**src/rtl/tcc_pkg.sv**
```systemverilog
// Constants and carrier types for the two-channel capture/compare timer.
// Assumes one 200 MHz core clock and plain control ports, no register bus.
package tcc_pkg;

  localparam int CNT_W = 16;
  localparam int BYTE_W = 8;
  localparam int PRE_W = 6;
  localparam int NUM_CH = 2;

  localparam logic [CNT_W-1:0] CNT_RST = 16'h0000;
  localparam logic [CNT_W-1:0] CNT_ONE = 16'h0001;
  localparam logic [CNT_W-1:0] LIMIT_RST = 16'hffff;
  localparam logic [CNT_W-1:0] VAL_RST = 16'h0000;
  localparam logic [BYTE_W-1:0] HOLD_RST = 8'h00;
  localparam logic [PRE_W-1:0] PRE_RST = 6'h00;
  localparam logic [PRE_W-1:0] PRE_ONE = 6'h01;
  localparam logic [PRE_W:0] TAP_ONE = 7'h01;

  // Divider select code for the external count clock pin
  localparam logic [2:0] SEL_EXT = 3'h7;

  // Position of the overflow flag in the status write data
  localparam int OVF_FLAG_BIT = 7;

  // Channel mode code bits
  localparam logic [1:0] MODE_CAPTURE = 2'h0;
  localparam int MODE_BUF_BIT = 1;

  // Edge/level codes: capture edge or compare action
  localparam logic [1:0] EL_NONE = 2'h0;
  localparam logic [1:0] EL_TOGGLE = 2'h1;
  localparam logic [1:0] EL_CLEAR = 2'h2;
  localparam logic [1:0] EL_SET = 2'h3;
  localparam int EL_RISE_BIT = 0;
  localparam int EL_FALL_BIT = 1;

  typedef enum logic [2:0] {
    TGT_STATUS,
    TGT_LIMIT_HI,
    TGT_LIMIT_LO,
    TGT_CH0_HI,
    TGT_CH0_LO,
    TGT_CH1_HI,
    TGT_CH1_LO
  } tcc_wr_target_e_t;

  typedef struct packed {
    logic en;
    tcc_wr_target_e_t target;
    logic [BYTE_W-1:0] data;
  } tcc_wr_t;

  typedef struct packed {
    logic [1:0] mode;
    logic [1:0] edge_level;
    logic toggle_on_wrap;
    logic full_duty;
    logic irq_en;
  } tcc_chan_cfg_t;

endpackage

```
**src/rtl/tcc_timer_unit.sv**
```systemverilog
// Two-channel capture/compare timer with prescaler, modulo counter and
// buffered PWM. Assumes software drives the write port and config ports
// on core_clk_i; channel and external clock pins are asynchronous.
`timescale 1ns/1ps

module tcc_timer_unit (
  // Clock and reset
  input wire logic core_clk_i,
  input wire logic rst_i,
  // Counter control
  input wire logic stop_i,
  input wire logic counter_clear_i,
  input wire logic [2:0] clock_divider_select_i,
  input wire logic ovf_irq_en_i,
  // Register writes and status read
  input wire tcc_pkg::tcc_wr_t reg_wr_i,
  input wire logic status_rd_i,
  // Channel configuration and flag clears
  input wire tcc_pkg::tcc_chan_cfg_t [1:0] chan_cfg_i,
  input wire logic [1:0] ch_flag_clr_i,
  // Pins
  input wire logic external_count_clock_pin_i,
  input wire logic [1:0] channel_pin_i,
  output logic [1:0] channel_pin_o,
  output logic [1:0] channel_pin_oe_o,
  // Register contents and status
  output logic [15:0] counter_value_pair_o,
  output logic [15:0] counter_limit_pair_o,
  output logic [1:0][15:0] channel_value_pair_o,
  output logic overflow_flag_o,
  output logic [1:0] ch_flag_o,
  output logic active_buffer_o,
  // Interrupt requests
  output logic ovf_irq_o,
  output logic [1:0] ch_irq_o
);
  import tcc_pkg::*;

  ////////////////////////////////////////////////////////////////////////////
  // Write decode

  logic [BYTE_W-1:0] hold_q;
  logic [BYTE_W-1:0] hold_d;
  wire wr_status = reg_wr_i.en && (reg_wr_i.target == TGT_STATUS);
  wire wr_lim_hi = reg_wr_i.en && (reg_wr_i.target == TGT_LIMIT_HI);
  wire wr_lim_lo = reg_wr_i.en && (reg_wr_i.target == TGT_LIMIT_LO);
  wire any_hi = wr_lim_hi || (reg_wr_i.en && (reg_wr_i.target == TGT_CH0_HI))
    || (reg_wr_i.en && (reg_wr_i.target == TGT_CH1_HI));
  // High byte is held until the low byte lands, so a 16-bit value updates whole
  assign hold_d = any_hi ? reg_wr_i.data : hold_q;
  wire [CNT_W-1:0] wr_word = {hold_q, reg_wr_i.data};

  ////////////////////////////////////////////////////////////////////////////
  // Prescaler and count clock selection

  logic [PRE_W-1:0] pre_q;
  logic [PRE_W-1:0] pre_d;
  logic ext_s1_q;
  logic ext_s2_q;
  logic ext_prev_q;
  wire use_ext = (clock_divider_select_i == SEL_EXT);
  wire [PRE_W:0] tap_full = TAP_ONE << clock_divider_select_i;
  wire [PRE_W-1:0] tap_mask = PRE_W'(tap_full - TAP_ONE);
  wire pre_tap = ((pre_q & tap_mask) == tap_mask);
  wire ext_edge = ext_s2_q && !ext_prev_q;
  wire run = !stop_i && !counter_clear_i;
  wire tick = run && (use_ext ? ext_edge : pre_tap);
  assign pre_d = counter_clear_i ? PRE_RST : (stop_i ? pre_q : PRE_W'(pre_q + PRE_ONE));

  ////////////////////////////////////////////////////////////////////////////
  // Counter and limit

  logic [CNT_W-1:0] cnt_q;
  logic [CNT_W-1:0] cnt_d;
  logic [CNT_W-1:0] limit_q;
  logic [CNT_W-1:0] limit_d;
  // Limit at reset is all ones, which behaves as free-running
  wire at_limit = (cnt_q == limit_q);
  wire ovf_evt = tick && at_limit;
  wire [CNT_W-1:0] nxt_cnt = at_limit ? CNT_RST : CNT_W'(cnt_q + CNT_ONE);
  assign cnt_d = counter_clear_i ? CNT_RST : (tick ? nxt_cnt : cnt_q);
  assign limit_d = wr_lim_lo ? wr_word : limit_q;

  ////////////////////////////////////////////////////////////////////////////
  // Overflow flag with two-step clear

  logic ovf_flag_q;
  logic ovf_flag_d;
  logic ovf_arm_q;
  logic ovf_arm_d;
  logic ovf_irq_q;
  // Clear needs a read while set; an overflow in between disarms it
  wire ovf_clr = wr_status && !reg_wr_i.data[OVF_FLAG_BIT] && ovf_arm_q;
  assign ovf_flag_d = ovf_evt || (ovf_flag_q && !ovf_clr);
  assign ovf_arm_d = !ovf_evt && ovf_flag_q && !wr_status
    && (ovf_arm_q || status_rd_i);

  ////////////////////////////////////////////////////////////////////////////
  // Link control and buffer select

  logic sel_q;
  logic sel_d;
  logic pend_q;
  logic pend_d;
  wire link = chan_cfg_i[0].mode[MODE_BUF_BIT];
  wire wr_ch0_lo = reg_wr_i.en && (reg_wr_i.target == TGT_CH0_LO);
  wire wr_ch1_lo = reg_wr_i.en && (reg_wr_i.target == TGT_CH1_LO);
  // Remember which pair was written last; it takes over at the next wrap
  assign pend_d = !link ? 1'b0 : (wr_ch1_lo ? 1'b1 : (wr_ch0_lo ? 1'b0 : pend_q));
  assign sel_d = !link ? 1'b0 : (ovf_evt ? pend_q : sel_q);

  logic [1:0][CNT_W-1:0] val_w;
  logic [1:0] pin_w;
  logic [1:0] oe_w;
  logic [1:0] flag_w;
  logic [1:0] ch_irq_w;

  ////////////////////////////////////////////////////////////////////////////
  // Channels

  for (genvar i = 0; i < NUM_CH; i++) begin : g_ch
    logic [CNT_W-1:0] val_q;
    logic [CNT_W-1:0] val_d;
    logic inhibit_q;
    logic inhibit_d;
    logic sync1_q;
    logic sync2_q;
    logic prev_q;
    logic pin_q;
    logic pin_d;
    logic oe_q;
    logic oe_d;
    logic flag_q;
    logic flag_d;
    logic irq_q;

    tcc_chan_cfg_t cfg;
    tcc_wr_target_e_t hi_tgt;
    tcc_wr_target_e_t lo_tgt;
    assign hi_tgt = (i == 0) ? TGT_CH0_HI : TGT_CH1_HI;
    assign lo_tgt = (i == 0) ? TGT_CH0_LO : TGT_CH1_LO;
    // Linked pair runs from channel 0 config; channel 1 config is ignored
    assign cfg = chan_cfg_i[0 + i * (link ? 0 : 1)];

    wire wr_hi = reg_wr_i.en && (reg_wr_i.target == hi_tgt);
    wire wr_lo = reg_wr_i.en && (reg_wr_i.target == lo_tgt);
    wire ch_on = (i == 0) || !link;
    wire cap_mode = ch_on && (cfg.mode == MODE_CAPTURE);
    wire cmp_mode = ch_on && (cfg.mode != MODE_CAPTURE);

    // Capture edge detect compares the second sync stage with its one-cycle-old copy
    wire rise = sync2_q && !prev_q;
    wire fall = !sync2_q && prev_q;
    wire cap_evt = cap_mode && ((cfg.edge_level[EL_RISE_BIT] && rise)
      || (cfg.edge_level[EL_FALL_BIT] && fall));

    // Channel 0 compares against whichever pair is active when linked
    wire [CNT_W-1:0] cmp_val = (i == 0 && link) ? val_w[sel_q] : val_q;
    wire cmp_hit = tick && (nxt_cnt == cmp_val) && !inhibit_q;
    wire match = cmp_mode && cmp_hit;
    wire wrap_tgl = cmp_mode && ovf_evt && cfg.toggle_on_wrap;

    // Compare waits while only the high byte is written
    assign inhibit_d = wr_hi ? 1'b1 : (wr_lo ? 1'b0 : inhibit_q);
    // A software write beats a capture landing in the same cycle
    assign val_d = wr_lo ? wr_word : (cap_evt ? cnt_q : val_q);

    logic pin_cmp;
    always_comb begin
      pin_cmp = wrap_tgl ? !pin_q : pin_q;
      if (match) begin
        unique case (cfg.edge_level)
          EL_TOGGLE: pin_cmp = !pin_q;
          EL_CLEAR: pin_cmp = 1'b0;
          EL_SET: pin_cmp = 1'b1;
          EL_NONE: pin_cmp = pin_cmp;
        endcase
      end
    end
    // Full duty with toggle on wrap also set pins the output at the pulse level of the chosen polarity
    assign pin_d = (cmp_mode && cfg.full_duty && cfg.toggle_on_wrap)
      ? !cfg.edge_level[EL_RISE_BIT] : pin_cmp;
    assign oe_d = cmp_mode && (cfg.edge_level != EL_NONE);

    // Set wins over a clear in the same cycle
    assign flag_d = cap_evt || match || (flag_q && !ch_flag_clr_i[i]);

    always_ff @(posedge core_clk_i or posedge rst_i) begin
      if (rst_i) begin
        val_q <= VAL_RST;
        inhibit_q <= 1'b0;
        sync1_q <= 1'b0;
        sync2_q <= 1'b0;
        prev_q <= 1'b0;
        pin_q <= 1'b0;
        oe_q <= 1'b0;
        flag_q <= 1'b0;
        irq_q <= 1'b0;
      end else begin
        val_q <= val_d;
        inhibit_q <= inhibit_d;
        sync1_q <= channel_pin_i[i];
        sync2_q <= sync1_q;
        prev_q <= sync2_q;
        pin_q <= pin_d;
        oe_q <= oe_d;
        flag_q <= flag_d;
        irq_q <= flag_d && cfg.irq_en;
      end
    end

    assign val_w[i] = val_q;
    assign pin_w[i] = pin_q;
    assign oe_w[i] = oe_q;
    assign flag_w[i] = flag_q;
    assign ch_irq_w[i] = irq_q;
  end

  ////////////////////////////////////////////////////////////////////////////
  // Shared registers

  always_ff @(posedge core_clk_i or posedge rst_i) begin
    if (rst_i) begin
      hold_q <= HOLD_RST;
      pre_q <= PRE_RST;
      ext_s1_q <= 1'b0;
      ext_s2_q <= 1'b0;
      ext_prev_q <= 1'b0;
      cnt_q <= CNT_RST;
      limit_q <= LIMIT_RST;
      ovf_flag_q <= 1'b0;
      ovf_arm_q <= 1'b0;
      ovf_irq_q <= 1'b0;
      sel_q <= 1'b0;
      pend_q <= 1'b0;
    end else begin
      hold_q <= hold_d;
      pre_q <= pre_d;
      ext_s1_q <= external_count_clock_pin_i;
      ext_s2_q <= ext_s1_q;
      ext_prev_q <= ext_s2_q;
      cnt_q <= cnt_d;
      limit_q <= limit_d;
      ovf_flag_q <= ovf_flag_d;
      ovf_arm_q <= ovf_arm_d;
      ovf_irq_q <= ovf_flag_d && ovf_irq_en_i;
      sel_q <= sel_d;
      pend_q <= pend_d;
    end
  end

  ////////////////////////////////////////////////////////////////////////////
  // Outputs, all straight from flops

  // Counter is a plain flop view, so reading has no side effect
  assign counter_value_pair_o = cnt_q;
  assign counter_limit_pair_o = limit_q;
  assign channel_value_pair_o = val_w;
  assign overflow_flag_o = ovf_flag_q;
  assign ch_flag_o = flag_w;
  assign active_buffer_o = sel_q;
  assign ovf_irq_o = ovf_irq_q;
  assign ch_irq_o = ch_irq_w;
  assign channel_pin_o = pin_w;
  assign channel_pin_oe_o = oe_w;

endmodule // tcc_timer_unit

```
**config.mk**
```make
export PLATFORM = sky130hd
export DESIGN_NAME = tcc_timer_unit
export DESIGN_NICKNAME = d
export VERILOG_FILES = /design/src/rtl/tcc_pkg.sv /design/src/rtl/tcc_timer_unit.sv
export SDC_FILE = /design/constraint.sdc
export NUM_CORES = 1
export LEC_CHECK = 0
export BUFFER_PORTS_ARGS = -buffer_cell sky130_fd_sc_hd__buf_4
export CAP_MARGIN = 20
export CORE_UTILIZATION = 45
export DETAILED_ROUTE_END_ITERATION = 12
export PLACE_DENSITY_LB_ADDON = 0.12
export SLEW_MARGIN = 5
export SYNTH_ARGS = -nofsm -noshare
export SYNTH_HDL_FRONTEND = slang
export SYNTH_SLANG_ARGS = --single-unit
```
**constraint.sdc**
```tcl
create_clock -name core_clk_i -period 5.5 [get_ports core_clk_i]
set_input_delay 1.1 -clock core_clk_i [delete_from_list [all_inputs] [get_ports core_clk_i]]
set_output_delay 1.1 -clock core_clk_i [all_outputs]
set_load 0.05 [all_outputs]
```
==> flow_summary.json <==
{
  "netSwitchingFraction_pct": 39.1,
  "launch_instance_of_the_worst_register_to_register_path": "counter_value_pair_o[0]",
  "yosysSeqAreaShare_pct": 42.9,
  "power.density_nw_per_um2": 349,
  "routed_wl_mm": 18.0,
  "power.share.sequential_pct": 41.2,
  "clock_tree_root_buffer_cell": "sky130_fd_sc_hd__clkbuf_16",
  "crit_path_max_fanout": 13,
  "routed-via-count": 5195,
  "worst_case_hold_path_end_point": "g_ch[1].sync2_q",
  "post-route-util_pct": 56.3,
  "chipWidth_um": 117,
  "die_y_um": 117,
  "syn-mean-instance-area_um2": 9.52,
  "worst_hold_path.num_cells": 0,
  "crit_chain": "ha_1, nand3_1, nor4_1, xnor2_1, nand2_1, o32ai_1, o21ai_0, or4_4, mux2i_1",
  "endpoint_kind": "register",
  "max-cap-violations": 0,
  "timing_max_transition_violations_final": 0,
  "critPathSlowestCell": "sky130_fd_sc_hd__dfrtp_1",
  "syn-cell-area_um2": 5990,
  "critPathKind": "register to register",
  "htreeDepth": 3,
  "io_buffer_count": 114,
  "layout-drive-gt1-share_pct": 27.0,
  "slew-limit-headroom_pct": 26.7,
  "route.detailed.drc": 0,
  "mapped_nets": 671,
  "run_status": "completed",
  "resize_count_post_cts": 0,
  "power_frac_clock_pct": 26.2,
  "postRouteAntennaNets": 0,
  "clkSlewWorstSetupHoldPaths_ns": 0.07,
  "switchingPower_w": 0.000987,
  "post_synth_inst_count": 629,
  "synth_edf_count": 0,
  "wire_per_inst_um": 20.3,
  "cellLeakagePower_nw": 3.12,
  "synth.lib_cells_used.distinct": 64,
  "timing.reg2reg.setup_slack_ns": 2.08,
  "combinational_power_share_pct": 32.6,
  "clock-sinks": 102,
  "ys.warnings.count": 0,
  "coreArea_um2": 12800,
  "synth-main-ff-cell": "sky130_fd_sc_hd__dfrtp_1",
  "maxClockFrequency_mhz": 292,
  "worstPathRequired_ns": 5.73,
  "asyncSetResetFlopFracSynth_pct": 100,
  "track_usage_pct": 26.9,
  "fin_crit_sh_pct": 62.3,
  "finalSetupViolations": 0,
  "post-cts-setup-buffer-count": 0,
  "gp_congestion": 0.917,
  "most-common-layout-cells": "sky130_fd_sc_hd__buf_4 (118), sky130_fd_sc_hd__dfrtp_1 (86), sky130_fd_sc_hd__nand2_1 (53)",
  "design.die.area_um2": 13800,
  "drt_first_pass_iters": 5,
  "floorplan.initialDensity_pct": 46.7,
  "numCtsBuffers": 9,
  "cts_tree": "built",
  "hp-class": "register to register",
  "ports_placed_on_the_boundary": 115,
  "cts.hold.buffers_added": 0,
  "worst_path_largest_cell_delay_ns": 0.70,
  "synth-seq-cells": 102,
  "clk_latency_ns": 0.36,
  "finalClockSkew_ns": 0.00932,
  "cellInternalPower_w": 0.00153,
  "vdd_ir_drop_max_mv": 0.295,
  "finalSetupTns_ns": 0,
  "worstPathArrival_ns": 3.66,
  "timing.rr.end": "g_ch[1].pin_q",
  "grt_pass1_wl_mm": 28.6,
  "layout_min_cycle_time_ns": 3.42,
  "worst_pin_slew_ns": 1.10,
  "critical_path_launch_point_type": "register",
  "layout_commonest_cell": "sky130_fd_sc_hd__buf_4",
  "globalRouteOverflowTotal": 0,
  "first_global_vias": 5056,
  "drt-initial-drc-count": 316,
  "cts_max_path_buffers": 2,
  "rsz_0062_raised_after_global_routing": "false",
  "dp_hpwl_mm": 13.6,
  "antenna_found_initial": 0,
  "finish.net_count": 756,
  "total_power_w": 0.00252,
  "timing.hold.ws_ns": 0.352,
  "std_cell_rows": 41,
  "flow.area_growth_from_synthesis_pct": 20.6,
  "viasPerCell": 5.83,
  "reg2reg_depth": 9,
  "timing.final.hold_violations": 0,
  "pin_count_of_the_biggest_net_entering_global_routing": 59,
  "timing.hold.worst.start": "g_ch[1].sync1_q",
  "antenna_diode_count": 0
}
metrics by stage:
| step | worst slack (ns) | instances | instance area (µm²) |
|---|---|---|---|
| after floorplan | 1.75 | 629 | 5990 |
| after global placement | 1.97 | 874 | 6890 |
| after detailed placement | 1.89 | 874 | 6890 |
| after CTS | 2.13 | 890 | 7200 |
| after global routing | 1.63 | 891 | 7230 |
| final | 2.08 | 891 | 7230 |
layer usage:
| metal | vias to the layer above | GRT usage (%) | wire length, µm |
|---|---|---|---|
| li1 | 2413 | - | - |
| met1 | 2560 | 37.0 | 8120 |
| met2 | 187 | 42.0 | 8470 |
| met3 | 35 | 4.62 | 1020 |
| met4 | 0 | 10.9 | 439 |
| met5 | - | 0 | 0 |
critical path: cells and delay by family (launching register included):
family,cells,cell delay [ns]
flops,1,0.70
simple gates,4,1.51
compound gates,2,0.31
fa+ha+maj,1,0.35
mux,1,0.14
xor+xnor,1,0.29
worst max-delay path by stage:
stage	slack [ns]	startpoint	to	depth (start not counted)
detailed placement	1.89	chan_cfg_i[6]	g_ch[0].pin_q	9
global route	1.63	counter_value_pair_o[0]	g_ch[1].irq_q	9
floorplan	1.75	rst_i	active_buffer_o	1
CTS	2.13	counter_value_pair_o[0]	g_ch[1].pin_q	9
finish	2.08	counter_value_pair_o[0]	g_ch[1].pin_q	9
global placement	1.97	chan_cfg_i[6]	g_ch[0].pin_q	9
cells by family (layout without fill, tap and decap cells):
family | count (synthesis) | in the layout | synth area share, %
adder cells (fa/ha/maj) | 2 | 2 | 0.418
multiplexers | 74 | 74 | 13.0
AND/OR/NAND/NOR | 206 | 206 | 18.2
XOR/XNOR | 47 | 47 | 6.87
buffers and inverters | 61 | 151 | 4.85
flip-flops | 102 | 102 | 42.9
AO/OA/AOI/OAI | 137 | 137 | 13.7
state kept, by name (all words and copies together), names as in the netlist, 2 cells and up:
signal,count
counter_limit_pair_o,16
counter_value_pair_o,16
g_ch.cmp_val,16
g_ch.flag_q,2
g_ch.inhibit_q,2
g_ch.irq_q,2
g_ch.oe_q,2
g_ch.pin_q,2
g_ch.prev_q,2
g_ch.sync1_q,2
g_ch.sync2_q,2
g_ch.val_q,16
hold_q,8
pre_q,6
power groups by stage:
stage	Sequential, W	Combinational [W]	Clock (W)
detailed placement	0.00105	0.000824	0
floorplan	0.00129	0.000294	0
CTS	0.00103	0.000826	0.000676
global placement	0.00104	0.000813	0
global route	0.00105	0.000871	0.000705
finish	0.00104	0.000822	0.000662
synth_stat cells, drive strengths merged (4+ instances only):
cell	count	share of area (%)
mux2i	44	7.4
o32ai	4	0.58
xor2	9	1.3
nand2b	10	1.0
a211oi	5	0.63
xnor2	38	5.6
a31oi	6	0.63
and2	4	0.42
nor4	9	1.1
nand2	53	3.3
nand3	19	1.8
nor2	50	3.1
dfstp	16	7.0
nor3	17	1.7
clkbuf	24	1.5
mux2	30	5.6
inv	16	1.0
nand4b	4	0.58
nor2b	6	0.63
dfrtp	86	36
o21ai	48	4.0
o22ai	6	0.63
a21oi	42	3.5
buf	21	2.3
nand4	9	1.2
final cells by class:
class | instances | area, µm²
Timing Repair Buffer | 119 | 913
Clock inverter | 6 | 78.8
Multi-Input combinational cell | 466 | 3150
Sequential cell | 102 | 2570
Tap cell | 172 | 215
Inverter | 16 | 62.6
Clock buffer | 10 | 229
Fill cell | 1204 | 5600
(Power assumes the default switching activity.)
